### src/pkg/odpr_map.vh
// Purpose: constants for the output diagnostic parameter and record block
// Assumes: byte-wide record access, one byte per request
// Notes:   definitions only
`ifndef ODPR_MAP_VH
`define ODPR_MAP_VH
// ----------------------------------------
// parameter values and record constants
// ----------------------------------------
`define ODPR_IRQ_OFF        8'h00
`define ODPR_IRQ_ON         8'h40
`define ODPR_CLASS_INFO     8'h1f
`define ODPR_CHAN_KIND      8'h72
`define ODPR_BITS_PER_CH    8'h08
`define ODPR_NUM_CH         8'h08
`define ODPR_ZERO8          8'h00
// ----------------------------------------
// access paths
// ----------------------------------------
`define ODPR_PATH_SET       2'h0
`define ODPR_PATH_INDEX     2'h1
`define ODPR_PATH_SUB       2'h2
`define ODPR_SET_SHORT      8'h00
`define ODPR_SET_FULL       8'h01
`define ODPR_IX_SHORT       16'h2f00
`define ODPR_IX_FULL        16'h2f01
`define ODPR_IX_PARAM       16'h3100
`define ODPR_IX_DIAG_SUB    16'h5005
`define ODPR_SUB_IRQ        8'h01
`define ODPR_SUB_WIRE       8'h02
`define ODPR_SUB_SHORT      8'h03
`define ODPR_SUB_FIRST      8'h02
`define ODPR_SUB_LAST       8'h15
`define ODPR_SHORT_LEN      5'h04
`define ODPR_REC_LEN        5'h14
`define ODPR_PARAM_BYTES    5'h03
`define ODPR_PARAM_COUNT    16'h0003
`define ODPR_SUB_BASE       5'h02
// ----------------------------------------
// field positions
// ----------------------------------------
`define ODPR_A_FAIL         0
`define ODPR_A_INT          1
`define ODPR_A_EXT          2
`define ODPR_A_CHAN         3
`define ODPR_A_AUX          4
`define ODPR_A_PARM         7
`define ODPR_CE_PARM        0
`define ODPR_CE_SHORT_P     2
`define ODPR_CE_SHORT_M     3
`define ODPR_CE_WIRE        4
`define ODPR_D_COMM         4
`define ODPR_F_SHORT_P      8
`define ODPR_F_SHORT_M      16
`define ODPR_F_AUX          24
`define ODPR_F_INT          25
`define ODPR_F_COMM         26
// ----------------------------------------
// timing
// ----------------------------------------
`define ODPR_CLK_MHZ        100
`define ODPR_US_CYCLES      (`ODPR_CLK_MHZ)
`define ODPR_US_TOP         7'h63
`endif

### src/hdl/odpr_block.v
// Purpose: parameter bytes and diagnostic record of an eight-channel digital output module
// Assumes: backplane requests arrive as one-cycle strobes on i_clk; fault inputs are asynchronous
// Notes:   one byte per read or write; answers are registered one cycle after the strobe
//
// Summary of operation
// - interrupt enable byte 00h disables, 40h enables diagnostic interrupts.
// - wire-break enable byte, bit n turns detection on for channel n.
// - short-circuit enable byte, bit n turns detection on for channel n.
// - record set 01h returns whole record, set 00h only first four bytes.
// - index 2F01h serves whole record, index 2F00h only first four bytes.
// - first diagnostic byte flags failure, internal, external, channel, aux supply, parameter errors.
// - record holds constant diagnostic bits per channel, value 08h.
// - record holds constant channel count, value 08h.
// - record holds one error byte per channel, each reset to 00h.
// - parameter bytes reached at index 3100h plus slot, subindexes 01h to 03h.
// - diagnostic record bytes reached at index 5005h, one subindex per byte.
// - channel error byte: bit0 parameter, bit2 short plus, bit3 short ground, bit4 wire-break.
// - channel error summary bit n set whenever channel n has an error.
// - 32-bit microsecond counter from zero, wraps, captured when a flag of record byte 0 or 7 rises.
`include "odpr_map.vh"
module odpr_block (
   input  wire        i_clk,
   input  wire        i_rst,
   input  wire        i_run_mode,
   input  wire [7:0]  i_slot,
   input  wire        i_req,
   input  wire        i_write,
   input  wire [1:0]  i_path,
   input  wire [7:0]  i_record_set_number,
   input  wire [15:0] i_object_index,
   input  wire [7:0]  i_object_subindex,
   input  wire [4:0]  i_byte_offset,
   input  wire [7:0]  i_wdata,
   input  wire [7:0]  i_wire_break,
   input  wire [7:0]  i_short_plus,
   input  wire [7:0]  i_short_ground,
   input  wire        i_aux_missing,
   input  wire        i_internal_fault,
   input  wire        i_comm_fault,
   output reg         o_ack,
   output reg         o_nak,
   output reg  [7:0]  o_rdata,
   output reg         o_diag_irq,
   output wire [7:0]  o_wire_break_detect_enable,
   output wire [7:0]  o_short_detect_enable
);
   // ----------------------------------------
   // state
   // ----------------------------------------
   reg  [7:0]  diag_interrupt_enable;
   reg  [7:0]  wire_break_detect_enable;
   reg  [7:0]  short_detect_enable;
   reg  [7:0]  chan_err [0:7];
   reg         param_error;
   reg  [31:0] us_counter;
   reg  [6:0]  us_div;
   reg  [31:0] diag_timestamp_us;
   reg  [7:0]  prev_a;
   reg  [7:0]  prev_map;
   reg  [26:0] sync1;
   reg  [26:0] sync2;
   reg  [26:0] sync3;
   reg  [26:0] flt;
   reg         rd_ok;
   reg         wr_ok;
   reg  [4:0]  rd_idx;
   reg  [1:0]  wr_sel;
   reg  [7:0]  rd_byte;
   reg         par_rd;
   reg  [7:0]  par_byte;
   reg  [7:0]  next_chan [0:7];
   wire [7:0]  channel_error_map;
   wire [7:0]  module_error_summary;
   wire [7:0]  module_error_extra;
   wire [15:0] param_index;
   wire        flag_rise;
   integer     k;
   integer     j;

   assign o_wire_break_detect_enable = wire_break_detect_enable;
   assign o_short_detect_enable      = short_detect_enable;
   assign param_index = `ODPR_IX_PARAM + {8'h00, i_slot};

   // ----------------------------------------
   // fault input synchronisers
   // ----------------------------------------
   // a level is accepted only once the second and third stages agree
   // vector: wire-break, short plus, short ground per channel, then aux, internal, comm
   always @(posedge i_clk or posedge i_rst) begin
      if (i_rst) begin
         sync1 <= 27'h0;
         sync2 <= 27'h0;
         sync3 <= 27'h0;
         flt   <= 27'h0;
      end else begin
         sync1 <= {i_comm_fault, i_internal_fault, i_aux_missing, i_short_ground, i_short_plus, i_wire_break};
         sync2 <= sync1;
         sync3 <= sync2;
         flt   <= (sync2 & sync3) | (flt & (sync2 | sync3));
      end
   end

   // ----------------------------------------
   // channel errors
   // ----------------------------------------
   // an interrupt enable byte written with a value other than 00h or 40h is flagged on every channel
   always @* begin
      for (j = 0; j < 8; j = j + 1) begin
         next_chan[j] = `ODPR_ZERO8;
         next_chan[j][`ODPR_CE_PARM]    = param_error;
         next_chan[j][`ODPR_CE_SHORT_P] = flt[`ODPR_F_SHORT_P + j] & short_detect_enable[j];
         next_chan[j][`ODPR_CE_SHORT_M] = flt[`ODPR_F_SHORT_M + j] & short_detect_enable[j];
         next_chan[j][`ODPR_CE_WIRE]    = flt[j] & wire_break_detect_enable[j];
      end
   end

   genvar g;
   generate
      for (g = 0; g < 8; g = g + 1) begin : g_map
         assign channel_error_map[g] = |chan_err[g];
      end
   endgenerate

   assign module_error_summary = {param_error, 2'b00, flt[`ODPR_F_AUX], |channel_error_map,
                                  flt[`ODPR_F_AUX] | flt[`ODPR_F_INT], flt[`ODPR_F_INT], flt[`ODPR_F_INT]};
   assign module_error_extra   = {3'b000, flt[`ODPR_F_COMM], 4'h0};

   // a flag counts as new only on the cycle it rises; falling flags raise nothing
   function rising_any;
      input [7:0] now_a;
      input [7:0] was_a;
      input [7:0] now_m;
      input [7:0] was_m;
      begin
         rising_any = |((now_a & ~was_a) | (now_m & ~was_m));
      end
   endfunction
   assign flag_rise = rising_any(module_error_summary, prev_a, channel_error_map, prev_map);

   // ----------------------------------------
   // microsecond counter and event capture
   // ----------------------------------------
   always @(posedge i_clk or posedge i_rst) begin
      if (i_rst) begin
         us_div            <= 7'h00;
         us_counter        <= 32'h0;
         diag_timestamp_us <= 32'h0;
         prev_a            <= 8'h00;
         prev_map          <= 8'h00;
         o_diag_irq        <= 1'b0;
         for (k = 0; k < 8; k = k + 1) begin
            chan_err[k] <= 8'h00;
         end
      end else begin
         if (us_div == `ODPR_US_TOP) begin
            us_div     <= 7'h00;
            us_counter <= us_counter + 32'h1;
         end else begin
            us_div <= us_div + 7'h01;
         end
         for (k = 0; k < 8; k = k + 1) begin
            chan_err[k] <= next_chan[k];
         end
         prev_a   <= module_error_summary;
         prev_map <= channel_error_map;
         // timestamp taken whenever a flag of record byte 0 or of the channel summary byte 7 rises
         if (flag_rise) begin
            diag_timestamp_us <= us_counter;
         end
         // flags of one event may rise on neighbouring cycles; they merge into one pulse
         o_diag_irq <= (diag_interrupt_enable == `ODPR_IRQ_ON) && flag_rise && !o_diag_irq;
      end
   end

   // ----------------------------------------
   // request decode
   // ----------------------------------------
   always @* begin
      par_rd = 1'b0;
      rd_ok  = 1'b0;
      wr_ok  = 1'b0;
      rd_idx = i_byte_offset;
      wr_sel = 2'h0;
      case (i_path)
         `ODPR_PATH_SET: begin
            if (i_record_set_number == `ODPR_SET_FULL) begin
               rd_ok = i_byte_offset < `ODPR_REC_LEN;
            end else if (i_record_set_number == `ODPR_SET_SHORT) begin
               rd_ok = i_byte_offset < `ODPR_SHORT_LEN;
               wr_ok = i_byte_offset < `ODPR_PARAM_BYTES;
               wr_sel = i_byte_offset[1:0];
            end
         end
         `ODPR_PATH_INDEX: begin
            if (i_object_index == `ODPR_IX_FULL) begin
               rd_ok = i_byte_offset < `ODPR_REC_LEN;
            end else if (i_object_index == `ODPR_IX_SHORT) begin
               rd_ok = i_byte_offset < `ODPR_SHORT_LEN;
            end else if (i_object_index >= `ODPR_IX_PARAM && i_object_index < `ODPR_IX_PARAM + `ODPR_PARAM_COUNT) begin
               // a parameter byte reads back as stored; the enables are read-write
               rd_ok  = 1'b1;
               par_rd = 1'b1;
               wr_ok  = 1'b1;
               wr_sel = i_object_index[1:0];
            end
         end
         `ODPR_PATH_SUB: begin
            if (i_object_index == `ODPR_IX_DIAG_SUB && i_object_subindex >= `ODPR_SUB_FIRST &&
                i_object_subindex <= `ODPR_SUB_LAST) begin
               rd_ok  = 1'b1;
               rd_idx = i_object_subindex[4:0] - `ODPR_SUB_BASE;
            end else if (i_object_index == param_index && i_object_subindex >= `ODPR_SUB_IRQ &&
                         i_object_subindex <= `ODPR_SUB_SHORT) begin
               rd_ok  = 1'b1;
               par_rd = 1'b1;
               wr_ok  = 1'b1;
               wr_sel = i_object_subindex[1:0] - 2'h1;
            end
         end
         default: begin
            rd_ok = 1'b0;
         end
      endcase
      if (i_write) begin
         rd_ok = 1'b0;
      end else begin
         wr_ok = 1'b0;
      end
   end

   // record byte layout; bytes past channel seven hold the timestamp
   always @* begin
      case (rd_idx)
         5'h00:   rd_byte = module_error_summary;
         5'h01:   rd_byte = `ODPR_CLASS_INFO;
         5'h02:   rd_byte = `ODPR_ZERO8;
         5'h03:   rd_byte = module_error_extra;
         5'h04:   rd_byte = `ODPR_CHAN_KIND;
         5'h05:   rd_byte = `ODPR_BITS_PER_CH;
         5'h06:   rd_byte = `ODPR_NUM_CH;
         5'h07:   rd_byte = channel_error_map;
         5'h08:   rd_byte = chan_err[0];
         5'h09:   rd_byte = chan_err[1];
         5'h0a:   rd_byte = chan_err[2];
         5'h0b:   rd_byte = chan_err[3];
         5'h0c:   rd_byte = chan_err[4];
         5'h0d:   rd_byte = chan_err[5];
         5'h0e:   rd_byte = chan_err[6];
         5'h0f:   rd_byte = chan_err[7];
         5'h10:   rd_byte = diag_timestamp_us[7:0];
         5'h11:   rd_byte = diag_timestamp_us[15:8];
         5'h12:   rd_byte = diag_timestamp_us[23:16];
         5'h13:   rd_byte = diag_timestamp_us[31:24];
         default: rd_byte = `ODPR_ZERO8;
      endcase
   end

   // stored parameter byte picked by the same select that a write would use
   always @* begin
      case (wr_sel)
         2'h0:    par_byte = diag_interrupt_enable;
         2'h1:    par_byte = wire_break_detect_enable;
         default: par_byte = short_detect_enable;
      endcase
   end

   // ----------------------------------------
   // parameter writes and answers
   // ----------------------------------------
   // writes in run mode are refused; the controller is expected to stop first
   always @(posedge i_clk or posedge i_rst) begin
      if (i_rst) begin
         diag_interrupt_enable    <= `ODPR_IRQ_OFF;
         wire_break_detect_enable <= 8'h00;
         short_detect_enable      <= 8'h00;
         param_error              <= 1'b0;
         o_ack                    <= 1'b0;
         o_nak                    <= 1'b0;
         o_rdata                  <= 8'h00;
      end else begin
         o_ack <= i_req & ((wr_ok & ~i_run_mode) | rd_ok);
         o_nak <= i_req & ~((wr_ok & ~i_run_mode) | rd_ok);
         if (i_req & rd_ok) begin
            o_rdata <= par_rd ? par_byte : rd_byte;
         end
         if (i_req & wr_ok & ~i_run_mode) begin
            case (wr_sel)
               2'h0: begin
                  diag_interrupt_enable <= i_wdata;
                  param_error <= (i_wdata != `ODPR_IRQ_OFF) && (i_wdata != `ODPR_IRQ_ON);
               end
               2'h1: wire_break_detect_enable <= i_wdata;
               2'h2: short_detect_enable <= i_wdata;
               default: param_error <= 1'b1;
            endcase
         end
      end
   end
endmodule

### config.mk
export PLATFORM = sky130hd
export DESIGN_NAME = odpr_block
export DESIGN_NICKNAME = d
export VERILOG_FILES = /design/src/hdl/odpr_block.v
export VERILOG_INCLUDE_DIRS = /design/src /design/src/pkg
export SDC_FILE = /design/constraint.sdc
export NUM_CORES = 1
export LEC_CHECK = 0
export BUFFER_PORTS_ARGS = -buffer_cell sky130_fd_sc_hd__buf_4
export CORE_AREA = 5 5 159 161
export DETAILED_ROUTE_END_ITERATION = 10
export DIE_AREA = 0 0 164 166
export GPL_ROUTABILITY_DRIVEN = 1
export MAX_ROUTING_LAYER = met4
export PLACE_DENSITY = 0.63
export RECOVER_POWER = 25
export SLEW_MARGIN = 20
export SYNTH_ARGS = -nofsm -noshare
export SYNTH_HDL_FRONTEND = slang
export SYNTH_SLANG_ARGS = --single-unit
### constraint.sdc
create_clock -name i_clk -period 20.5 [get_ports i_clk]
set_clock_uncertainty 0.15 [all_clocks]
set_input_delay 2.05 -clock i_clk [delete_from_list [all_inputs] [get_ports i_clk]]
set_output_delay 2.05 -clock i_clk [all_outputs]
set_load 0.05 [all_outputs]
==> impl_metrics.json, run 1 <==
{
  "max-cap-violations": 0,
  "track_usage": 0.1858,
  "pin_count": 114,
  "clk_pin_slew_ns": 0.07,
  "cts_buffer_depth": 3,
  "place_hpwl_um": 18070,
  "clockRootBuffer": "clkbuf_16",
  "arrival_ns": 5.31,
  "synth_top_area_share": 0.6016,
  "peakVddDrop_v": 0.00008070,
  "vias": 6937,
  "clock_sinks": 252,
  "setup_ws_ns": 15.46,
  "insertion_delay_ns": 0.52,
  "crit_type": "in -> reg",
  "multi_input_area_mm2": 0.003954,
  "layout_min_cycle_time_ns": 5.043,
  "netlist_area_mm2": 0.01048,
  "postCtsHoldBufs": 0,
  "grt_pass1_vias": 6921,
  "end_kind": "flip-flop",
  "grt_overflow_total": 0,
  "finalHoldViolCount": 0,
  "regArea_mm2": 0.006306,
  "drtIter0Drc": 595,
  "finalCritPeriodShare": 0.2460,
  "synth_most_common_cell": "dfrtp_1",
  "netlist_top_cells_area": "dfrtp_1 60%, mux2_2 4.5%, xnor2_1 3.0%, maj3_1 2.6%, nand2_1 2.3%",
  "max_freq_mhz": 198.3,
  "crit_path_max_fanout": 10,
  "die_h_um": 166,
  "yosysUniqueCellTypes": 73,
  "antenna_found_initial": 0,
  "cts_buffers": 26,
  "worst_pin_slew_ns": 0.9115,
  "outcome": "finished, final reports clean",
  "worstPathRequired_ns": 20.77,
  "portBuffers": 113,
  "drc_errors": 0,
  "ys_warn_count": 0,
  "drt_wl_total_um": 24640,
  "core-area_mm2": 0.02382,
  "start_util": 0.4400,
  "setup_viol": 0,
  "routabilityCongestion": 0.9205,
  "synth_seq_cells": 252,
  "final_layout_size_suffix_gt1_frac": 0.2255,
  "dieArea_mm2": 0.02722,
  "nets": 1061,
  "syn_to_final_growth_pct": 20.09,
  "synth_common_cells": "252 x dfrtp_1, 65 x nand2_1, 42 x mux2_2",
  "synth_flop_cell": "dfrtp_1",
  "viasPerCell": 5.320,
  "n_fill_cell": 2159,
  "rows": 57,
  "wl_per_cell_um": 18.89,
  "synth-edff-count": 0,
  "postCtsSetupBuffers": 0,
  "grt_pass1_wl_um": 39230,
  "tritoncts": "done",
  "ant_nets": 0,
  "synthArstFlopShare": 1.000,
  "htreeDepth": 1,
  "p_leak_nw": 5.724,
  "first_pass_iters": 8,
  "rsz0062_at_grt": "no",
  "cts_resized": 0,
  "seq_area_frac_synth": 0.6016,
  "setup_tns_ns": 0,
  "synth_area_leader_cell": "dfrtp_1",
  "startpoint_type": "input port",
  "grt_start_max_net_pins": 91,
  "syn_nets": 938,
  "synthCells": 838,
  "maxSlewViolCount": 0,
  "hold_path.class": "reg -> reg",
  "synth.avg_cell_area_um2": 12.51,
  "max_slew_margin": 0.3910,
  "die_w_um": 164,
  "pre_cts_slack_ns": 14.97,
  "diodes": 0,
  "power.density_mw_per_mm2": 85.51
}
==> power by group <==
group / switching (mW) / internal, mW / leakage (nW) / total, mW
Clock: 0.192 / 0.303 / 0.447 / 0.496
Sequential: 0.00720 / 0.512 / 3.25 / 0.519
Combinational: 0.0358 / 0.0261 / 2.03 / 0.0619
Total: 0.235 / 0.841 / 5.72 / 1.08
==> layout by cell type, fill, tap and decap left out, types with 12 or more instances in the layout <==
cell	synthesis	routed
inv_1	26	25
and2_0	1	16
ha_1	13	13
maj3_1	27	27
buf_4	2	110
xnor2_1	36	36
a22oi_1	26	26
nand3_1	32	32
nor2_1	37	37
nand2_1	65	65
a21oi_1	17	17
mux2i_1	17	17
mux2_1	21	21
dfrtp_1	252	252
and2_1	27	12
nand4_1	15	15
mux2_2	42	42
clkbuf_16	0	27
o21ai_0	13	13
==> logic make-up (layout without fill, tap and decap cells) <==
| logic type | count (synthesis) | in the layout | synth area share |
|---|---|---|---|
| AOI/OAI and AO/OA | 106 | 106 | 0.07246 |
| muxes | 83 | 83 | 0.08786 |
| and+or+nand+nor | 262 | 262 | 0.1376 |
| buffers and inverters | 49 | 191 | 0.02065 |
| xor gates and xnor gates | 46 | 46 | 0.03844 |
| adders and majority gates | 40 | 40 | 0.04130 |
| DFF | 252 | 252 | 0.6016 |
==> critical path: stages <==
cell      delay, ns
buf_4          0.14
inv_1          0.18
ha_1           0.20
nand2b_1       0.14
nand4_1        0.14
nor4_1         0.37
nand2_1        0.12
nor2_1         0.11
a221oi_1       0.05
or2_2          0.33
ha_1           0.33
nor2_1         0.44
a21oi_1        0.18
o21ba_2        0.22
nand3_1        0.07
nor4_1         0.05
o31ai_1        0.19
==> worst paths after layout <==
check | slack, ns | cells after the start | end | startpoint
setup / recovery | 15.46 | 17 | o_rdata[2]$_DFFE_PP0P_ | i_object_subindex[1]
hold / removal | 0.20 | 0 | sync2[7]$_DFF_PP0_ | sync1[7]$_DFF_PP0_
setup reg to reg | 17.10 | 8 | us_counter[28]$_DFFE_PP0N_ | us_div[0]$_DFF_PP0_
hold reg to reg | 0.20 | 0 | sync2[7]$_DFF_PP0_ | sync1[7]$_DFF_PP0_
max in group asynchronous | 16.86 | 5 | sync3[11]$_DFF_PP0_ | i_rst
min in group asynchronous | 1.46 | 2 | us_div[4]$_DFF_PP0_ | i_rst
==> metal layers <==
metal | part of all wire | vias up | global-route usage
li1 | - | 3245 | -
met1 | 0.47 | 3421 | 0.2678
met2 | 0.44 | 233 | 0.2693
met3 | 0.069 | 38 | 0.03996
met4 | 0.022 | 0 | 0.04887
met5 | 0 | - | -
==> area by class of cell <==
class	count	share of cell area
Timing Repair Buffer	118	0.07167
Multi-Input combinational cell	537	0.3141
Clock inverter	13	0.01451
Sequential cell	252	0.5010
Tap cell	324	0.03221
Inverter	26	0.008350
Clock buffer	34	0.05815
==> registers in the layout, indices dropped and copies added (netlist names), 7 cells and up <==
register and cells:
chan_err 25, diag_interrupt_enable 8, diag_timestamp_us 32, flt 27, o_rdata 8, o_short_detect_enable 8
o_wire_break_detect_enable 8, prev_map 8, sync1 27, sync2 27, sync3 27, us_counter 32
us_div 7
==> metrics by stage <==
stage / power, mW / cell area, um2 / utilization / cells / hold slack, ns
after detailed placement: 0.5899 / 11660 / 0.4895 / 1256 / 0.1847
after global routing: 1.116 / 12590 / 0.5284 / 1304 / 0.2011
after floorplan: 0.5613 / 10480 / - / 838 / 0.1812
after CTS: 1.088 / 12570 / 0.5279 / 1303 / 0.1987
final: 1.076 / 12590 / 0.5284 / 1304 / 0.1953
after global placement: 0.5891 / 11660 / 0.4895 / 1256 / 0.1815
Note: power is estimated with default switching activity, not from simulation.
==> inputs of run 2 (changes only) <==
--- a/config.mk
+++ b/config.mk
@@ -6,13 +6,14 @@
 export SDC_FILE = /design/constraint.sdc
 export NUM_CORES = 1
 export LEC_CHECK = 0
+export ABC_AREA = 1
 export BUFFER_PORTS_ARGS = -buffer_cell sky130_fd_sc_hd__buf_4
-export CORE_AREA = 5 5 159 161
+export CORE_AREA = 5 5 162 164
 export DETAILED_ROUTE_END_ITERATION = 10
-export DIE_AREA = 0 0 164 166
+export DIE_AREA = 0 0 167 169
 export GPL_ROUTABILITY_DRIVEN = 1
 export MAX_ROUTING_LAYER = met4
-export PLACE_DENSITY = 0.63
+export PLACE_DENSITY = 0.65
 export RECOVER_POWER = 25
 export SLEW_MARGIN = 20
 export SYNTH_ARGS = -nofsm -noshare
==> constraint.sdc (replaced) <==
create_clock -name i_clk -period 4.2 [get_ports i_clk]
set_clock_uncertainty 0.15 [all_clocks]
set_input_delay 0.42 -clock i_clk [delete_from_list [all_inputs] [get_ports i_clk]]
set_output_delay 0.42 -clock i_clk [all_outputs]
set_load 0.05 [all_outputs]
==> impl_metrics.json, run 2 <==
{
  "outcome": "finished, final reports clean",
  "place_hpwl_um": 18990,
  "die_h_um": 169,
  "hold_end": "o_nak$_DFF_PP0_",
  "maxSlewViolCount": 0,
  "drtIter0Drc": 535,
  "hold_path.class": "in -> reg",
  "worstPathRequired_ns": 4.50,
  "track_usage": 0.1876,
  "syn_nets": 1261,
  "ys_warn_count": 0,
  "syn_to_final_growth_pct": 22.07,
  "synth_top_area_share": 0.5824,
  "nets": 1417,
  "grt_pass1_vias": 8175,
  "netlist_area_mm2": 0.01083,
  "synth_seq_cells": 252,
  "synth-edff-count": 0,
  "postCtsSetupBuffers": 0,
  "insertion_delay_ns": 0.52,
  "start_util": 0.4376,
  "place_area_mm2": 0.01207,
  "viasPerCell": 4.945,
  "hold_slack_ns": 0.02325,
  "netlist_top_cells_area": "dfrtp_1 58%, nand2_1 10%, nand3_1 4.9%, inv_1 4.7%, nor2_1 2.9%",
  "first_pass_iters": 6,
  "p_leak_nw": 6.582,
  "power_mw": 5.129,
  "max_freq_mhz": 334.6,
  "synthCells": 1161,
  "peakVddDrop_v": 0.0003495,
  "n_fill_cell": 2249,
  "design_area_mm2": 0.01322,
  "hold_start": "i_req",
  "cts_resized": 0,
  "layout_commonest_cell": "nand2_1",
  "setup_viol": 0,
  "layout_min_cycle_time_ns": 2.989,
  "worstReg2RegStart": "chan_err[0]$_DFF_PP0_",
  "ant_nets": 0,
  "finalHoldViolCount": 0,
  "hold_depth": 3,
  "htreeDepth": 1,
  "final_cell_mix": "301 x nand2_1, 252 x dfrtp_1, 134 x inv_1, 106 x nand3_1, 93 x buf_4",
  "pin_count": 114,
  "die_w_um": 167,
  "grt_start_max_net_pins": 72,
  "yosysUniqueCellTypes": 44,
  "grt_pass1_wl_um": 42330,
  "max-cap-violations": 0,
  "final_layout_size_suffix_gt1_frac": 0.1513,
  "dieArea_mm2": 0.02822,
  "finalCritPeriodShare": 0.7116,
  "clk_pin_slew_ns": 0.06,
  "max_slew_margin": 0.4875,
  "synth_common_cells": "301 x nand2_1, 252 x dfrtp_1, 135 x inv_1",
  "synth_flop_cell": "dfrtp_1",
  "rr_worst_depth": 10,
  "synth_area_leader_cell": "dfrtp_1",
  "portBuffers": 113,
  "clockRootBuffer": "clkbuf_16",
  "routabilityCongestion": 0.9314,
  "cts_buffer_depth": 3,
  "end_kind": "flip-flop",
  "synth_most_common_cell": "nand2_1",
  "tritoncts": "done",
  "rows": 58,
  "seq_area_frac_synth": 0.5824,
  "reg2reg_to": "diag_timestamp_us[28]$_DFFE_PP0N_",
  "grt_overflow_total": 0,
  "drc_errors": 0,
  "vias": 8233,
  "cts_buffers": 26,
  "r2r_slack_ns": 1.38,
  "arrival_ns": 3.28,
  "crit_type": "in -> reg",
  "crit_path_max_fanout": 11,
  "antenna_found_initial": 0,
  "diodes": 0,
  "startpoint_type": "input port",
  "rsz0062_at_grt": "no",
  "worst_pin_slew_ns": 0.7618,
  "clock_sinks": 252,
  "synth.avg_cell_area_um2": 9.326,
  "reg.largest.list": "diag_timestamp_us (32), us_counter (32)",
  "power.density_mw_per_mm2": 388.1,
  "drt_wl_total_um": 25590,
  "core-area_mm2": 0.02475,
  "synthArstFlopShare": 1.000,
  "wl_per_cell_um": 15.37,
  "setup_tns_ns": 0
}
run 2: changes by cell type after synthesis, moves of 11 or more:
cell	before	now
nand2_1	65	301
inv_1	26	135
nand3_1	32	106
nor2_1	37	83
mux2_2	42	0
and2_1	27	0
xnor2_1	36	9
a22oi_1	26	0
o21ai_0	13	35
mux2_1	21	0
xor2_1	10	29
mux2i_1	17	0
nor3_1	11	25
and3_1	11	0
run 2: worst max-delay path by stage:
stage	start	end	slack [ns]	depth (start not counted)
2_1_floorplan	i_rst	chan_err[0]$_DFF_PP0_	0.31	1
3_3_place_gp	i_path[0]	o_rdata[2]$_DFFE_PP0P_	0.82	14
3_5_place_dp	i_path[0]	o_rdata[2]$_DFFE_PP0P_	0.68	14
4_1_cts	i_path[0]	o_rdata[2]$_DFFE_PP0P_	1.21	14
5_1_grt	i_path[0]	o_rdata[5]$_DFFE_PP0P_	0.91	14
6_report	i_path[0]	o_rdata[7]$_DFFE_PP0P_	1.21	14
run 2: worst max-delay path: stages:
cell and delay [ns]:
buf_4 0.12, inv_1 0.08, ha_1 0.41, nand4_1 0.16, nor4_1 0.24, nand4_1 0.22, o221ai_1 0.21, nand2_1 0.16
ha_1 0.36, nor2_1 0.42, nand2_1 0.11, a31oi_1 0.16, nor2_1 0.08, a21boi_1 0.13
run 2: area by class of cell:
type                       count  area [um2]  area share
sequential                   252        6306      0.4771
multi-input combinational    745        3869      0.2927
timing repair buffer         152        1249     0.09447
clock buffer                  34       732.0     0.05538
inverter                     140       526.8     0.03985
tap                          330       412.9     0.03124
clock inverter                12       122.6    0.009277
run 2: cell families after synthesis:
group | after synthesis | share of synthesized area
flops | 252 | 0.5824
simple gates | 587 | 0.2434
compound gates | 80 | 0.04322
xor+xnor | 38 | 0.03074
buf+inv | 164 | 0.06032
fa+ha+maj | 40 | 0.03998
run 2: report_power, final:
group | internal (mW) | switching (mW) | total (mW)
combinational | 0.134 | 0.199 | 0.333
sequential | 2.50 | 0.0348 | 2.53
clock | 1.35 | 0.915 | 2.26
run 2: timing repair:
| item | 4_1_cts | 5_1_grt |
|---|---|---|
| endpoints found under the hold margin | 27 | 13 |
| setup endpoints to repair | 0 | 0 |
| hold buffers | 27 | 1 |
run 2: routing by layer:
metal  routed length [um]  GRT usage  vias up
li1                     -          -     4052
met1                12030     0.2610     3911
met2                11520     0.2936      236
met3                 1606    0.03106       34
met4                  434    0.04269        0
met5                    0          -        -
run 2: stage by stage:
step / utilization / instances / worst slack (ns)
after floorplan: - / 1161 / 0.3143
after global placement: 0.4876 / 1590 / 0.8166
after detailed placement: 0.4876 / 1590 / 0.6807
after CTS: 0.5330 / 1663 / 1.214
after global routing: 0.5341 / 1665 / 0.9117
final: 0.5341 / 1665 / 1.211
==> inputs of run 3 (changes only) <==
--- a/config.mk
+++ b/config.mk
@@ -6,14 +6,14 @@
 export SDC_FILE = /design/constraint.sdc
 export NUM_CORES = 1
 export LEC_CHECK = 0
-export ABC_AREA = 1
+export ABC_AREA = 0
 export BUFFER_PORTS_ARGS = -buffer_cell sky130_fd_sc_hd__buf_4
-export CORE_AREA = 5 5 162 164
+export CORE_AREA = 5 5 159 161
 export DETAILED_ROUTE_END_ITERATION = 10
-export DIE_AREA = 0 0 167 169
+export DIE_AREA = 0 0 164 166
 export GPL_ROUTABILITY_DRIVEN = 1
 export MAX_ROUTING_LAYER = met4
-export PLACE_DENSITY = 0.65
+export PLACE_DENSITY = 0.63
 export RECOVER_POWER = 25
 export SLEW_MARGIN = 20
 export SYNTH_ARGS = -nofsm -noshare
==> constraint.sdc (replaced) <==
create_clock -name i_clk -period 2.9 [get_ports i_clk]
set_clock_uncertainty 0.15 [all_clocks]
set_input_delay 0.29 -clock i_clk [delete_from_list [all_inputs] [get_ports i_clk]]
set_output_delay 0.29 -clock i_clk [all_outputs]
set_load 0.05 [all_outputs]
==> impl_metrics.json, run 3 (synthesized netlist as in run 1, its figures left out) <==
{
  "clk_pin_slew_ns": 0.06,
  "die_w_um": 164,
  "setup_tns_ns": 0,
  "arrival_ns": 3.00,
  "grt_start_max_net_pins": 62,
  "worstPathRequired_ns": 3.13,
  "outcome": "finished, final reports clean",
  "grt_overflow_total": 0,
  "antenna_found_initial": 0,
  "grt_pass1_vias": 7623,
  "die_h_um": 166,
  "maxSlewViolCount": 0,
  "clock_sinks": 252,
  "max-cap-violations": 0,
  "start_util": 0.4400,
  "final_cell_mix": "252 x dfrtp_1, 182 x buf_4, 65 x nand2_1, 42 x mux2_2, 38 x dlygate4sd3_1",
  "drc_errors": 0,
  "max_slew_margin": 0.2756,
  "rows": 57,
  "clockRootBuffer": "clkbuf_16",
  "vias": 7427,
  "layout_commonest_cell": "dfrtp_1",
  "reg.largest.list": "diag_timestamp_us (32), us_counter (32)",
  "power.density_mw_per_mm2": 540.8,
  "crit_slowest_cell": "or4_1",
  "finalHoldViolCount": 0,
  "tritoncts": "done",
  "peakVddDrop_v": 0.0005465,
  "cts_buffer_depth": 3,
  "dieArea_mm2": 0.02722,
  "portBuffers": 113,
  "path_cells": "or4_1 -> a22o_1 -> a221oi_1 -> o2111ai_2 -> buf_12 -> mux2_1",
  "worst_pin_slew_ns": 1.081,
  "postCtsSetupBuffers": 0,
  "wl_per_cell_um": 17.93,
  "routabilityCongestion": 0.8899,
  "nets": 1195,
  "core-area_mm2": 0.02382,
  "setup_viol": 0,
  "track_usage": 0.1986,
  "ant_nets": 0,
  "slowest_delay_ns": 0.66,
  "finalCritPeriodShare": 0.9550,
  "cts_buffers": 25,
  "hold_path.class": "in -> reg",
  "grt_pass1_wl_um": 42080,
  "viasPerCell": 5.165,
  "drtIter0Drc": 474,
  "hold_depth": 4,
  "syn_to_final_growth_pct": 31.42,
  "diodes": 0,
  "first_pass_iters": 5,
  "htreeDepth": 1,
  "crit_path_max_fanout": 32,
  "pin_count": 114,
  "startpoint_type": "flip-flop",
  "final_layout_size_suffix_gt1_frac": 0.2989,
  "rr_worst_depth": 6,
  "p_leak_nw": 6.362,
  "drt_wl_total_um": 25780,
  "final_util": 0.5783,
  "insertion_delay_ns": 0.52,
  "crit_type": "reg -> reg",
  "end_kind": "flip-flop",
  "max_freq_mhz": 361.1,
  "place_hpwl_um": 19150,
  "layout_min_cycle_time_ns": 2.770
}
==> run 3: where the power goes <==
part | internal (mW) | switching (mW) | leakage [nW]
combinational | 0.276 | 0.282 | 2.69
sequential | 3.62 | 0.0513 | 3.25
clock | 1.92 | 1.30 | 0.421
total | 5.82 | 1.63 | 6.36
==> run 3: layout make-up <==
| type | count | area (um2) |
|---|---|---|
| fillers | 2028 | 10050 |
| flip-flops and latches | 252 | 6306 |
| multi-input cells | 537 | 4068 |
| repair buffers | 253 | 2057 |
| clock buffers | 35 | 723.2 |
| well taps | 324 | 405.4 |
| clock inverters | 11 | 116.4 |
| inverters | 26 | 98.84 |
==> run 3: path summary, 6_finish.rpt <==
check | end | from | slack (ns)
max | diag_timestamp_us[0]$_DFFE_PP0N_ | chan_err[0]$_DFF_PP0_ | 0.13
min | o_nak$_DFF_PP0_ | i_write | 0.07
max reg2reg | diag_timestamp_us[0]$_DFFE_PP0N_ | chan_err[0]$_DFF_PP0_ | 0.13
min reg2reg | sync2[16]$_DFF_PP0_ | sync1[16]$_DFF_PP0_ | 0.19
max in group asynchronous | us_div[5]$_DFF_PP0_ | i_rst | 1.37
min in group asynchronous | sync1[21]$_DFF_PP0_ | i_rst | 0.39
==> run 3: what timing repair did <==
action                                 4_1_cts  5_1_grt
hold buffers                                38        0
endpoints found under the hold margin       68        0
gates resized for setup                      0        8
setup endpoints to repair                    0       24
==> run 3: routing by layer <==
| layer | routed length (um) | track usage |
|---|---|---|
| met5 | 0 | - |
| met4 | 571 | 0.04960 |
| met3 | 1366 | 0.02432 |
| met2 | 11880 | 0.3000 |
| met1 | 11970 | 0.2887 |
==> run 3: metrics by stage <==
stage	instance area (um2)	hold WS, ns	cells	power (mW)	worst slack (ns)
2_1_floorplan	10570	0.1714	838	3.970	-0.8557
3_3_place_gp	12510	0.1820	1354	4.247	-0.3970
3_5_place_dp	12510	0.1847	1354	4.255	-0.4707
4_1_cts	13730	0.03960	1438	7.541	0.06991
5_1_grt	13770	0.09868	1438	7.771	-0.01074
6_report	13770	0.06794	1438	7.449	0.1304
==> run 3: worst max-delay path, delay by kind of cell (launching register included) <==
family          cells  cell delay (ns)
simple gates        1             0.66
buf+inv             1             0.25
compound gates      3             0.73
flops               1             0.49
mux                 1             0.34
